### src/hdl/scmc_defs.svh
`ifndef SCMC_DEFS_SVH
`define SCMC_DEFS_SVH

// ----------------------------------------
// Register offsets
// ----------------------------------------
`define SCMC_ADDR_MODE 3'h0
`define SCMC_ADDR_CTRL 3'h1
`define SCMC_ADDR_SUBSEL 3'h2
`define SCMC_ADDR_STAT 3'h3
`define SCMC_ADDR_MASK 3'h4

// ----------------------------------------
// Field positions
// ----------------------------------------
`define SCMC_MODE_FASTSEL 0
`define SCMC_MODE_IDLESEL 1
`define SCMC_MODE_FASTRDY 2
`define SCMC_MODE_SLOWRDY 3
`define SCMC_MODE_DIV_LO 5
`define SCMC_CTRL_WDT 0
`define SCMC_CTRL_LRF 1
`define SCMC_CTRL_BOR 2
`define SCMC_CTRL_SUBF 3
`define SCMC_CTRL_KEEP 7
`define SCMC_SUB_LOWPWR 7

// ----------------------------------------
// Reset values and codes
// ----------------------------------------
`define SCMC_MODE_RST 8'h03
`define SCMC_SUB_RST 8'h2a
`define SCMC_SUB_RC 7'h2a
`define SCMC_SUB_XTAL 7'h55

// ----------------------------------------
// Timing counts
// ----------------------------------------
`define SCMC_FAST_READY_CYCLES 16
`define SCMC_SLOW_XTAL_TICKS 1024
`define SCMC_SLOW_RC_TICKS 2

`endif

### src/hdl/scmc_pkg.sv
package scmc_pkg;

    typedef enum logic [2:0] {
        ST_RUN,
        ST_DEEP_SLEEP,
        ST_LIGHT_SLEEP,
        ST_IDLE_STOPPED,
        ST_IDLE_RUNNING
    } scmc_mode_e;

endpackage : scmc_pkg

### src/hdl/scmc_clock_mode_ctrl.sv
// Design decisions made here: the address map and the strobed register port.
`timescale 1ns/1ns
`include "scmc_defs.svh"

module scmc_clock_mode_ctrl
    import scmc_pkg::*;
(
    input wire logic sys_clk,
    input wire logic rst,
    input wire logic [2:0] regAddr,
    input wire logic [7:0] regWdata,
    input wire logic regWr,
    input wire logic regRd,
    output logic [7:0] regRdata,
    input wire logic haltReq,
    input wire logic wakeReq,
    input wire logic subTick,
    input wire logic voltageDetectEnable,
    input wire logic watchdogEnable,
    input wire logic lowVoltageEvent,
    input wire logic brownoutLevelBad,
    input wire logic watchdogCtrlReset,
    output logic sysClkTick,
    output logic cpuRun,
    output logic fastOscEnable,
    output logic subclkEnable,
    output logic slowSrcCrystal,
    output logic slowLowPower,
    output logic watchdogRun,
    output logic detectorKeep,
    output logic periphEnable,
    output logic subcodeResetReq,
    output logic brownoutSwReset,
    output logic irq
);

    // ----------------------------------------
    // Helpers
    // ----------------------------------------
    function automatic logic isSub(input logic [3:0] sel);
        return !sel[3] && (sel[2:1] == 2'b00);
    endfunction : isSub

    function automatic logic tickOf(input logic [3:0] sel,
                                    input logic [5:0] cnt,
                                    input logic fastOk,
                                    input logic subOk,
                                    input logic sub);
        logic [5:0] mask;
        mask = 6'h00;
        case (sel[2:0])
            3'b010: mask = 6'h3f;
            3'b011: mask = 6'h1f;
            3'b100: mask = 6'h0f;
            3'b101: mask = 6'h07;
            3'b110: mask = 6'h03;
            default: mask = 6'h01;
        endcase
        if (sel[3]) begin
            return fastOk;
        end else if (isSub(sel)) begin
            return sub && subOk;
        end
        return fastOk && ((cnt & mask) == mask);
    endfunction : tickOf

    // ----------------------------------------
    // State
    // ----------------------------------------
    scmc_mode_e state_r, stateNxt;
    logic fastSel_r, idleSel_r, keep_r, subLowPwr_r;
    logic [2:0] div_r;
    logic [6:0] subCode_r;
    logic [3:0] curSel_r;
    logic [5:0] divCnt_r;
    logic [4:0] fastCnt_r;
    logic [10:0] slowCnt_r;
    logic fastRdy_r, slowRdy_r;
    logic subfFlag_r, borFlag_r, lrfFlag_r, wrfFlag_r;
    logic [3:0] stat_r, mask_r;
    logic [7:0] rdata_r;
    logic tick_r, cpuRun_r, fastEn_r, subEn_r, wdtRun_r, detKeep_r;
    logic periph_r, subRst_r, borRst_r, irq_r, xtal_r;

    // ----------------------------------------
    // Decode
    // ----------------------------------------
    wire logic wrMode = regWr && (regAddr == `SCMC_ADDR_MODE);
    wire logic wrCtrl = regWr && (regAddr == `SCMC_ADDR_CTRL);
    wire logic wrSub = regWr && (regAddr == `SCMC_ADDR_SUBSEL);
    wire logic wrStat = regWr && (regAddr == `SCMC_ADDR_STAT);
    wire logic wrMask = regWr && (regAddr == `SCMC_ADDR_MASK);
    wire logic [3:0] targetSel = {fastSel_r, div_r};
    wire logic codeRc = (subCode_r == `SCMC_SUB_RC);
    wire logic codeXtal = (subCode_r == `SCMC_SUB_XTAL);
    wire logic codeBad = !codeRc && !codeXtal;
    wire logic running = (state_r == ST_RUN);
    wire logic curFast = !isSub(curSel_r);
    wire logic tgtFast = !isSub(targetSel);
    wire logic curTick = tickOf(curSel_r, divCnt_r, fastRdy_r, slowRdy_r,
                                subTick);
    wire logic curDead = curFast ? !fastRdy_r : !slowRdy_r;
    wire logic tgtReady = tgtFast ? fastRdy_r : slowRdy_r;
    wire logic doSwitch = running && (targetSel != curSel_r) && tgtReady
                          && (curTick || curDead);
    wire logic [3:0] curSelNxt = doSwitch ? targetSel : curSel_r;
    wire logic [10:0] slowLimit = codeXtal ? 11'(`SCMC_SLOW_XTAL_TICKS)
                                           : 11'(`SCMC_SLOW_RC_TICKS);
    wire logic [7:0] modeRead = {div_r, 1'b0, slowRdy_r, fastRdy_r,
                                 idleSel_r, fastSel_r};
    wire logic [7:0] ctrlRead = {keep_r, 3'b000, subfFlag_r, borFlag_r,
                                 lrfFlag_r, wrfFlag_r};
    wire logic [3:0] statSet = {subfFlag_r | borFlag_r | lrfFlag_r |
                                wrfFlag_r,
                                running && (state_r != stateNxt) ? 1'b0
                                    : (!running && stateNxt == ST_RUN),
                                slowCnt_r == slowLimit - 11'd1 && subTick
                                    && subEn_r && !slowRdy_r,
                                fastCnt_r == 5'(`SCMC_FAST_READY_CYCLES - 1)
                                    && fastEn_r};
    wire logic [3:0] statNxt = statSet |
                               (stat_r & ~(wrStat ? regWdata[3:0] : 4'h0));
    wire logic [3:0] maskNxt = wrMask ? regWdata[3:0] : mask_r;

    // ----------------------------------------
    // Mode sequencer
    // ----------------------------------------
    always_comb begin
        stateNxt = state_r;
        case (state_r)
            ST_RUN: begin
                if (haltReq) begin
                    if (idleSel_r) begin
                        stateNxt = keep_r ? ST_IDLE_RUNNING
                                          : ST_IDLE_STOPPED;
                    end else if (voltageDetectEnable || watchdogEnable) begin
                        stateNxt = ST_LIGHT_SLEEP;
                    end else begin
                        stateNxt = ST_DEEP_SLEEP;
                    end
                end
            end
            default: begin
                if (wakeReq) begin
                    stateNxt = ST_RUN;
                end
            end
        endcase
    end

    wire logic deepNxt = (stateNxt == ST_DEEP_SLEEP);
    wire logic sleepNxt = deepNxt || (stateNxt == ST_LIGHT_SLEEP);
    wire logic runNxt = (stateNxt == ST_RUN);
    wire logic idleRunNxt = (stateNxt == ST_IDLE_RUNNING);
    wire logic fastEnNxt = (runNxt && (!isSub(curSelNxt) || tgtFast))
                           || (idleRunNxt && !isSub(curSelNxt));
    wire logic subEnNxt = !deepNxt || voltageDetectEnable;
    wire logic tickNxt = (running || state_r == ST_IDLE_RUNNING)
                         && (runNxt || idleRunNxt) && curTick;

    always_ff @(posedge sys_clk) begin
        if (rst) begin
            state_r <= ST_RUN;
        end else begin
            state_r <= stateNxt;
        end
    end

    // ----------------------------------------
    // Software registers
    // ----------------------------------------
    always_ff @(posedge sys_clk) begin
        if (rst) begin
            fastSel_r <= 1'(`SCMC_MODE_RST >> `SCMC_MODE_FASTSEL);
            idleSel_r <= 1'(`SCMC_MODE_RST >> `SCMC_MODE_IDLESEL);
            div_r <= 3'(`SCMC_MODE_RST >> `SCMC_MODE_DIV_LO);
            keep_r <= 1'b0;
            subCode_r <= 7'(`SCMC_SUB_RST);
            subLowPwr_r <= 1'b0;
            mask_r <= 4'h0;
        end else begin
            if (wrMode) begin
                fastSel_r <= regWdata[`SCMC_MODE_FASTSEL];
                idleSel_r <= regWdata[`SCMC_MODE_IDLESEL];
                div_r <= regWdata[7:`SCMC_MODE_DIV_LO];
            end
            if (wrCtrl) begin
                keep_r <= regWdata[`SCMC_CTRL_KEEP];
            end
            if (wrSub) begin
                subCode_r <= regWdata[6:0];
                subLowPwr_r <= regWdata[`SCMC_SUB_LOWPWR];
            end
            mask_r <= maskNxt;
        end
    end

    // ----------------------------------------
    // Reset cause flags, set wins over clear
    // ----------------------------------------
    wire logic clrSubf = wrCtrl && !regWdata[`SCMC_CTRL_SUBF];
    wire logic clrBor = wrCtrl && !regWdata[`SCMC_CTRL_BOR];
    wire logic clrLrf = wrCtrl && !regWdata[`SCMC_CTRL_LRF];
    wire logic clrWrf = wrCtrl && !regWdata[`SCMC_CTRL_WDT];

    always_ff @(posedge sys_clk) begin
        if (rst) begin
            subfFlag_r <= 1'b0;
            borFlag_r <= 1'b0;
            lrfFlag_r <= 1'b0;
            wrfFlag_r <= 1'b0;
        end else begin
            subfFlag_r <= codeBad || (subfFlag_r && !clrSubf);
            borFlag_r <= lowVoltageEvent || (borFlag_r && !clrBor);
            lrfFlag_r <= brownoutLevelBad || (lrfFlag_r && !clrLrf);
            wrfFlag_r <= watchdogCtrlReset
                         || (wrfFlag_r && !clrWrf);
        end
    end

    // ----------------------------------------
    // Clock selection and divider
    // ----------------------------------------
    always_ff @(posedge sys_clk) begin
        if (rst) begin
            curSel_r <= 4'(`SCMC_MODE_RST >> `SCMC_MODE_FASTSEL) << 3;
            divCnt_r <= 6'h00;
        end else begin
            curSel_r <= curSelNxt;
            divCnt_r <= fastRdy_r ? divCnt_r + 6'h01 : 6'h00;
        end
    end

    // ----------------------------------------
    // Oscillator ready tracking
    // ----------------------------------------
    always_ff @(posedge sys_clk) begin
        if (rst) begin
            fastCnt_r <= 5'h00;
            fastRdy_r <= 1'b0;
        end else if (!fastEn_r) begin
            fastCnt_r <= 5'h00;
            fastRdy_r <= 1'b0;
        end else if (!fastRdy_r) begin
            fastCnt_r <= fastCnt_r + 5'h01;
            fastRdy_r <= fastCnt_r == 5'(`SCMC_FAST_READY_CYCLES - 1);
        end
    end

    always_ff @(posedge sys_clk) begin
        if (rst) begin
            slowCnt_r <= 11'h000;
            slowRdy_r <= 1'b0;
        end else if (!subEn_r) begin
            slowCnt_r <= 11'h000;
            slowRdy_r <= 1'b0;
        end else if (!slowRdy_r && subTick) begin
            slowCnt_r <= slowCnt_r + 11'h001;
            slowRdy_r <= slowCnt_r == slowLimit - 11'h001;
        end
    end

    // ----------------------------------------
    // Outputs and read port
    // ----------------------------------------
    always_ff @(posedge sys_clk) begin
        if (rst) begin
            tick_r <= 1'b0;
            cpuRun_r <= 1'b1;
            fastEn_r <= 1'b1;
            subEn_r <= 1'b1;
            wdtRun_r <= 1'b0;
            detKeep_r <= 1'b0;
            periph_r <= 1'b1;
            subRst_r <= 1'b0;
            borRst_r <= 1'b0;
            xtal_r <= 1'b0;
            stat_r <= 4'h0;
            irq_r <= 1'b0;
            rdata_r <= 8'h00;
        end else begin
            tick_r <= tickNxt;
            cpuRun_r <= runNxt;
            fastEn_r <= fastEnNxt;
            subEn_r <= subEnNxt;
            wdtRun_r <= watchdogEnable && !deepNxt;
            detKeep_r <= voltageDetectEnable;
            periph_r <= !sleepNxt;
            subRst_r <= codeBad;
            borRst_r <= brownoutLevelBad;
            xtal_r <= codeXtal;
            stat_r <= statNxt;
            irq_r <= |(statNxt & maskNxt);
            if (!regRd) begin
                rdata_r <= 8'h00;
            end else if (regAddr == `SCMC_ADDR_MODE) begin
                rdata_r <= modeRead;
            end else if (regAddr == `SCMC_ADDR_CTRL) begin
                rdata_r <= ctrlRead;
            end else if (regAddr == `SCMC_ADDR_SUBSEL) begin
                rdata_r <= {subLowPwr_r, subCode_r};
            end else if (regAddr == `SCMC_ADDR_STAT) begin
                rdata_r <= {4'h0, stat_r};
            end else if (regAddr == `SCMC_ADDR_MASK) begin
                rdata_r <= {4'h0, mask_r};
            end else begin
                rdata_r <= 8'h00;
            end
        end
    end

    assign regRdata = rdata_r;
    assign sysClkTick = tick_r;
    assign cpuRun = cpuRun_r;
    assign fastOscEnable = fastEn_r;
    assign subclkEnable = subEn_r;
    assign slowSrcCrystal = xtal_r;
    assign slowLowPower = subLowPwr_r;
    assign watchdogRun = wdtRun_r;
    assign detectorKeep = detKeep_r;
    assign periphEnable = periph_r;
    assign subcodeResetReq = subRst_r;
    assign brownoutSwReset = borRst_r;
    assign irq = irq_r;
endmodule : scmc_clock_mode_ctrl

### config.mk
export PLATFORM = sky130hd
export DESIGN_NAME = scmc_clock_mode_ctrl
export DESIGN_NICKNAME = d
export VERILOG_FILES = /design/src/hdl/scmc_pkg.sv /design/src/hdl/scmc_clock_mode_ctrl.sv
export VERILOG_INCLUDE_DIRS = /design/src /design/src/hdl
export SDC_FILE = /design/constraint.sdc
export NUM_CORES = 1
export LEC_CHECK = 0
export BUFFER_PORTS_ARGS = -buffer_cell sky130_fd_sc_hd__buf_2
export CORE_MARGIN = 1
export CORE_UTILIZATION = 25
export DETAILED_ROUTE_END_ITERATION = 7
export GPL_ROUTABILITY_DRIVEN = 0
export HOLD_SLACK_MARGIN = 0.1
export PLACE_DENSITY = 0.49
export SLEW_MARGIN = 25
export SYNTH_ARGS = -nofsm -noshare
export SYNTH_HDL_FRONTEND = slang
export SYNTH_SLANG_ARGS = --single-unit
### constraint.sdc
create_clock -name sys_clk -period 3.9 [get_ports sys_clk]
set_input_delay 0.195 -clock sys_clk [delete_from_list [all_inputs] [get_ports sys_clk]]
set_output_delay 0.195 -clock sys_clk [all_outputs]
set_load 0.05 [all_outputs]
==> results of run 1 <==
metal layers:
metal | global-route usage (%) | vias up | share of wire [%]
li1 | - | 1374 | -
met1 | 15.6 | 1294 | 47
met2 | 20.5 | 53 | 48
met3 | 3.54 | 4 | 4.4
met4 | 3.61 | 0 | 0.57
met5 | 0 | - | 0
cell usage after synthesis, types with 6 or more instances:
cell type  instances  area, um^2
mux2i_1           31         310
nand2_1           23        86.3
o21ai_0           12        60.1
dfxtp_1           76        1520
a21oi_1           20         100
nor2_1            53         199
inv_1             12        45.0
and2_1             6        37.5
xor2_1            13         114
nand3_1            9        45.0
nor4_1            11        68.8
clkbuf_1           6        22.5
nor3_1             8        40.0
path summary, 6_finish.rpt:
check | endpoint | startpoint
setup / recovery | fastOscEnable$_SDFF_PP1_ | fastRdy_r$_SDFF_PP0_
hold / removal | watchdogRun$_SDFF_PP0_ | watchdogEnable
setup reg to reg | fastOscEnable$_SDFF_PP1_ | fastRdy_r$_SDFF_PP0_
hold reg to reg | divCnt_r[0]$_SDFF_PP0_ | divCnt_r[0]$_SDFF_PP0_
area by class of cell:
| type | instances | area (um^2) | share of cell area [%] |
|---|---|---|---|
| timing repair buffer | 47 | 260 | 6.42 |
| tap | 172 | 215 | 5.31 |
| clock inverter | 6 | 86.3 | 2.13 |
| multi-input combinational | 261 | 1700 | 41.9 |
| clock buffer | 10 | 229 | 5.64 |
| inverter | 12 | 45.0 | 1.11 |
| sequential | 76 | 1520 | 37.5 |
metrics by stage:
step	hold slack (ns)	total power, W	util (%)
floorplan	0.280	0.000970	-
global placement	0.420	0.00102	28.8
detailed placement	0.422	0.00102	28.8
CTS	0.103	0.00192	31.6
global route	0.107	0.00197	31.6
finish	0.116	0.00189	31.6
state kept, by name (all words and copies together) (netlist names), 3 cells and up:
name / cells
divCnt_r: 6
mask_r: 4
curSel_r: 4
slowCnt_r: 11
stat_r: 4
fastCnt_r: 5
state_r: 3
div_r: 3
subCode_r: 7
regRdata: 8
critical path, cell delays in order, from the launching register on:
cell	delay (ns)
dfxtp_1	0.65
nand3_1	0.20
o41ai_2	0.62
and2_4	0.29
a311oi_2	0.09
logic make-up (layout without fill, tap and decap cells):
group           Yosys count  count (layout)  share of synthesized area [%]
flops                    76              76                           45.6
simple gates            145             145                           22.3
mux                      31              31                           9.30
fa+ha+maj                 4               4                           1.50
buf+inv                  27              75                           3.45
xor+xnor                 18              18                           4.73
compound gates           63              63                           13.1
what timing repair did:
action	in CTS	in global routing
endpoints found under the hold margin	6	0
hold buffers	5	0
resized for setup	0	0
power groups by stage:
stage          Sequential [W]  Clock, W  Combinational (W)
5_1_grt              0.000835  0.000939           0.000198
3_3_place_gp         0.000848         0           0.000174
3_5_place_dp         0.000848         0           0.000176
6_report             0.000831  0.000879           0.000179
2_1_floorplan        0.000870         0          0.0000996
4_1_cts              0.000831  0.000906           0.000180
==> out/results.ini, run 1 <==
[yosys]
syn-mean-instance-area_um2=9.16
yosys_most_used_dff=dfxtp_1
yosysUniqueCellTypes=54
ys_ff_latch=76
yosys_warnings=0
synth_cells=364
syn_nets=391
yosysSeqAreaShare_pct=45.6
synth_edf_count=0
syn_area_um2=3340
synthArstFlopShare_pct=0

[critical_path]
cp_max_fo=14
cp.arrival_ns=2.19
required_ns=4.06
r2r_slack_ns=1.87
crit_path_end_kind=flip-flop
crit_type=reg2reg
start_kind=flip-flop
reg2regPathDepth=4

[placement]
placed_area_um2=3690
place_ws_ns=1.76
portBuffers=42
dpl.cell_count=563
hpwl_um=5850

[finish]
fill_cells=1372
n_antenna_cell=0
synthToLayoutAreaGrowth_pct=21.6
layout_commonest_cell=dfxtp_1
nets=434
drive_above_1_share_pct=17.2
final_area_um2=4060
stdcell_count=584
layout_common_cells=dfxtp_1, nor2_1, buf_2, mux2i_1, nand2_1

[detailed_routing]
firstDrtPassIters=5
viasPerCell=4.67
finalWirelength_um=8210
first_iter_violations=140
wl_per_cell_um=14.1
antenna_left=0
vias=2725
drc=0

[sta]
max_slew.worst_pin.slew_ns=0.966
setup_viol=0
tns_ns=0
hold_violations=0
fin_crit_sh_pct=52.1
clock_skew_ns=0.00684
period_needed_ns=2.03
slew-limit-headroom_pct=34.7
drv_slew=0
fmax_ghz=0.492
finalWorstSetupSlack_ns=1.87
rsz0062_at_grt=no

[global_route]
grt_start_max_net_pins=31
grt_pass1_wl_um=13600
grt_overflow=0
grt_pass1_vias=2710
grt_util_all_layers_pct=12.4
antenna_found_initial=0

[power_and_ir_drop]
p_sw_share_pct=24.1
p_sw_w=0.000456
ir_worst_vdd_uv=175
internal_power_w=0.00143
power_frac_seq_pct=44.0
power.clock.fraction_pct=46.5
power_density_nw_per_um2=466
combPwrFrac_pct=9.5
leakage_nw=1.59

[floorplanning]
coreArea_um2=12800
fp.dieW_um=118
rows=41
initial_core_util_pct=26.0
fp.dieH_um=118
io_pins=43
die_area_um2=13800

[outcome]
status=finished, final reports clean

[min_path]
worstHoldPathType=in2reg
hold_path_depth=2

[clock_network]
clockBufferDepth=2
insertion_delay_ns=0.33
clk_pin_slew_ns=0.06
cts_buffers=9
cts_tree=done
cts_setup_buffers=0
htreeDepth=3
clock-root-buffer=clkbuf_16
numClockSinks=76

[run]
maxCapViolCount=0

No activity file was read; power rests on OpenSTA's default activity.
==> run 2: changes to the inputs <==
- ABC_AREA: default -> 1
- PLACE_DENSITY: 0.49 -> 0.5
- clock period: 3.9 -> 1.7 ns (I/O delays scaled with it)
==> out/results.ini, run 2 <==
[detailed_routing]
finalWirelength_um=8720  ; +6.1%
firstDrtPassIters=4  ; -1
first_iter_violations=127  ; -9.3%
wl_per_cell_um=12.5  ; -11%
drc=0  ; unchanged
vias=3052  ; +12%
antenna_left=0  ; unchanged
viasPerCell=4.36  ; -6.6%

[finish]
drive_above_1_share_pct=19.5  ; +2.3 points
n_antenna_cell=0  ; unchanged
layout_common_cells=nand2_1, dfxtp_1, inv_1, nor2_1, buf_2
final_area_um2=4350  ; +7.1%
top_register=slowCnt_r
fin_util_pct=34.0  ; +2.4 points
fill_cells=1338  ; -2.5%
nets=550  ; +27%
synthToLayoutAreaGrowth_pct=31.2
layout_commonest_cell=nand2_1
largest_reg_flops=11  ; unchanged

[floorplanning]
die_area_um2=13700  ; -0.70%
rows=41  ; unchanged
initial_core_util_pct=25.9  ; -0.082 points
fp.dieH_um=117  ; -0.35%
fp.dieW_um=117  ; -0.35%
io_pins=43  ; unchanged
coreArea_um2=12800  ; -0.40%

[global_route]
grt_start_max_net_pins=25  ; -19%
grt_util_all_layers_pct=14.0  ; +1.6 points
antenna_found_initial=0  ; unchanged
grt_pass1_wl_um=14200  ; +5.0%
grt_overflow=0  ; unchanged
grt_pass1_vias=2994  ; +10%

[yosys]
yosysTopAreaCell=dfxtp_1
synth_edf_count=0  ; unchanged
yosysUniqueCellTypes=37  ; -31%
synthArstFlopShare_pct=0  ; unchanged
yosys_most_used_dff=dfxtp_1
yosys.area.top_type_share_pct=45.9  ; +0.33 points
synth.most_common_cell=nand2_1
syn_nets=476  ; +22%
syn-mean-instance-area_um2=7.38  ; -20%
synth_area_leaders=dfxtp_1, nand2_1, inv_1, nor2_1, o21ai_0
syn_area_um2=3310  ; -0.71%
yosysSeqAreaShare_pct=45.9  ; +0.33 points
ys_ff_latch=76  ; unchanged
yosys_warnings=0  ; unchanged
yosys-top-cells-count=nand2_1, dfxtp_1, inv_1
synth_cells=449  ; +23%

[clock_network]
cts_buffers=9  ; unchanged
cts_setup_buffers=0  ; unchanged
insertion_delay_ns=0.34  ; about the same
htreeDepth=3  ; unchanged
numClockSinks=76  ; unchanged
clk_pin_slew_ns=0.06  ; about the same
cts_tree=done
clock-root-buffer=clkbuf_16
clockBufferDepth=2  ; unchanged

[power_and_ir_drop]
leakage_nw=1.91  ; +20%
ir_worst_vdd_uv=505  ; +190%
power_density_nw_per_um2=1030  ; +120%

[sta]
drv_slew=0  ; unchanged
timing.hold.ws_ns=0.102  ; -0.0142 ns
max_slew.worst_pin.slew_ns=0.492  ; -0.474 ns
hold_violations=0  ; unchanged
setup_viol=0  ; unchanged
fin_crit_sh_pct=91.1
slew-limit-headroom_pct=66.7  ; +32 points
period_needed_ns=1.55
clock_skew_ns=0.0106  ; +0.00375 ns
fmax_ghz=0.646

[critical_path]
cp.arrival_ns=1.77  ; -0.42 ns
cpMaxStageDelayCell=dlygate4sd3_1
crit_path_end_kind=flip-flop
crit_type=in2reg
required_ns=1.92  ; -2.14 ns
cp_max_fo=6  ; -8
worstPathCellList=dlygate4sd3_1 -> buf_2 -> nand2_1 -> o21ai_0 -> a21oi_1 -> dlygate4sd3_1
start_kind=input pin
max_stage_delay_ns=0.58  ; -0.07 ns
crit_top_cell=dlygate4sd3_1

[placement]
hpwl_um=6560  ; +12%
placed_area_um2=3790  ; +2.6%
portBuffers=42  ; unchanged

[min_path]
worstHoldPathType=in2reg

[run]
maxCapViolCount=0  ; unchanged

[outcome]
status=finished, final reports clean

==> run 2: cell types whose count changed after synthesis, moves of 10 or more <==
cell,before,now
inv_1,12,69
o21ai_0,12,33
nand2_1,23,86
nor4_1,11,1
mux2i_1,31,0
a21oi_1,20,31
==> run 2: path summary, 6_finish.rpt <==
path	start	end	slack, ns	depth (start not counted)
setup / recovery	regWr	wrfFlag_r$_SDFF_PP0_	0.15	6
setup reg to reg	div_r[2]$_SDFFE_PP0P_	fastOscEnable$_SDFF_PP1_	0.16	10
hold reg to reg	divCnt_r[0]$_SDFF_PP0_	divCnt_r[0]$_SDFF_PP0_	0.45	1
hold / removal	wakeReq	state_r[1]$_SDFF_PP0_	0.10	4
==> run 2: routing by layer <==
layer / wire [um] / vias to the layer above / global-route usage (%) / part of all wire (%)
met1: 4080 / 1373 / 17.1 / 47
met3: 357 / 9 / 3.71 / 4.1
met2: 4140 / 54 / 23.5 / 48
li1: - / 1616 / - / -
met5: 0 / - / 0 / 0
met4: 138 / 0 / 5.32 / 1.6
==> run 2: critical path, delay by kind of cell <==
family | cells | cell delay, ns
AO/OA/AOI/OAI | 2 | 0.27
AND/OR/NAND/NOR | 1 | 0.15
buffers and inverters | 3 | 1.27
==> run 2: where the power goes <==
part | internal (W) | switching [W] | total [W]
Combinational | 0.000157 | 0.000301 | 0.000457
Sequential | 0.00185 | 0.0000501 | 0.00190
Clock | 0.00137 | 0.000731 | 0.00210
==> run 2: cells by family (layout without fill, tap and decap cells) <==
kind of cell | Yosys count | in the layout | share of synthesized area [%]
AO/OA/AOI/OAI | 90 | 90 | 15.4
XOR/XNOR | 5 | 5 | 1.32
adder cells (fa/ha/maj) | 4 | 4 | 1.51
buffers and inverters | 78 | 157 | 9.14
flip-flops | 76 | 76 | 45.9
AND/OR/NAND/NOR | 196 | 196 | 26.7
==> run 2: cell type report <==
cell class / count / area (um^2) / area share (%)
sequential: 76 / 1530 / 35.3
multi-input combinational: 295 / 1530 / 35.3
timing repair buffer: 71 / 470 / 10.8
inverter: 70 / 263 / 6.05
clock buffer: 13 / 260 / 5.99
tap: 172 / 215 / 4.95
clock inverter: 3 / 68.8 / 1.58
==> run 2: per-stage QoR <==
stage | cells | setup TNS, ns | setup slack (ns) | power (W)
CTS | 700 | 0 | 0.0482 | 0.00451
detailed placement | 667 | 0 | 0.0583 | 0.00236
global placement | 667 | 0 | 0.103 | 0.00235
floorplan | 449 | 0 | 0.297 | 0.00221
global route | 700 | -0.0193 | -0.0103 | 0.00465
finish | 700 | 0 | 0.151 | 0.00446
==> run 2: what timing repair did <==
item | 4_1_cts | 5_1_grt
hold buffers | 17 | 0
setup endpoints to repair | 0 | 8
resized for setup | 0 | 24
hold endpoints to repair | 21 | 0
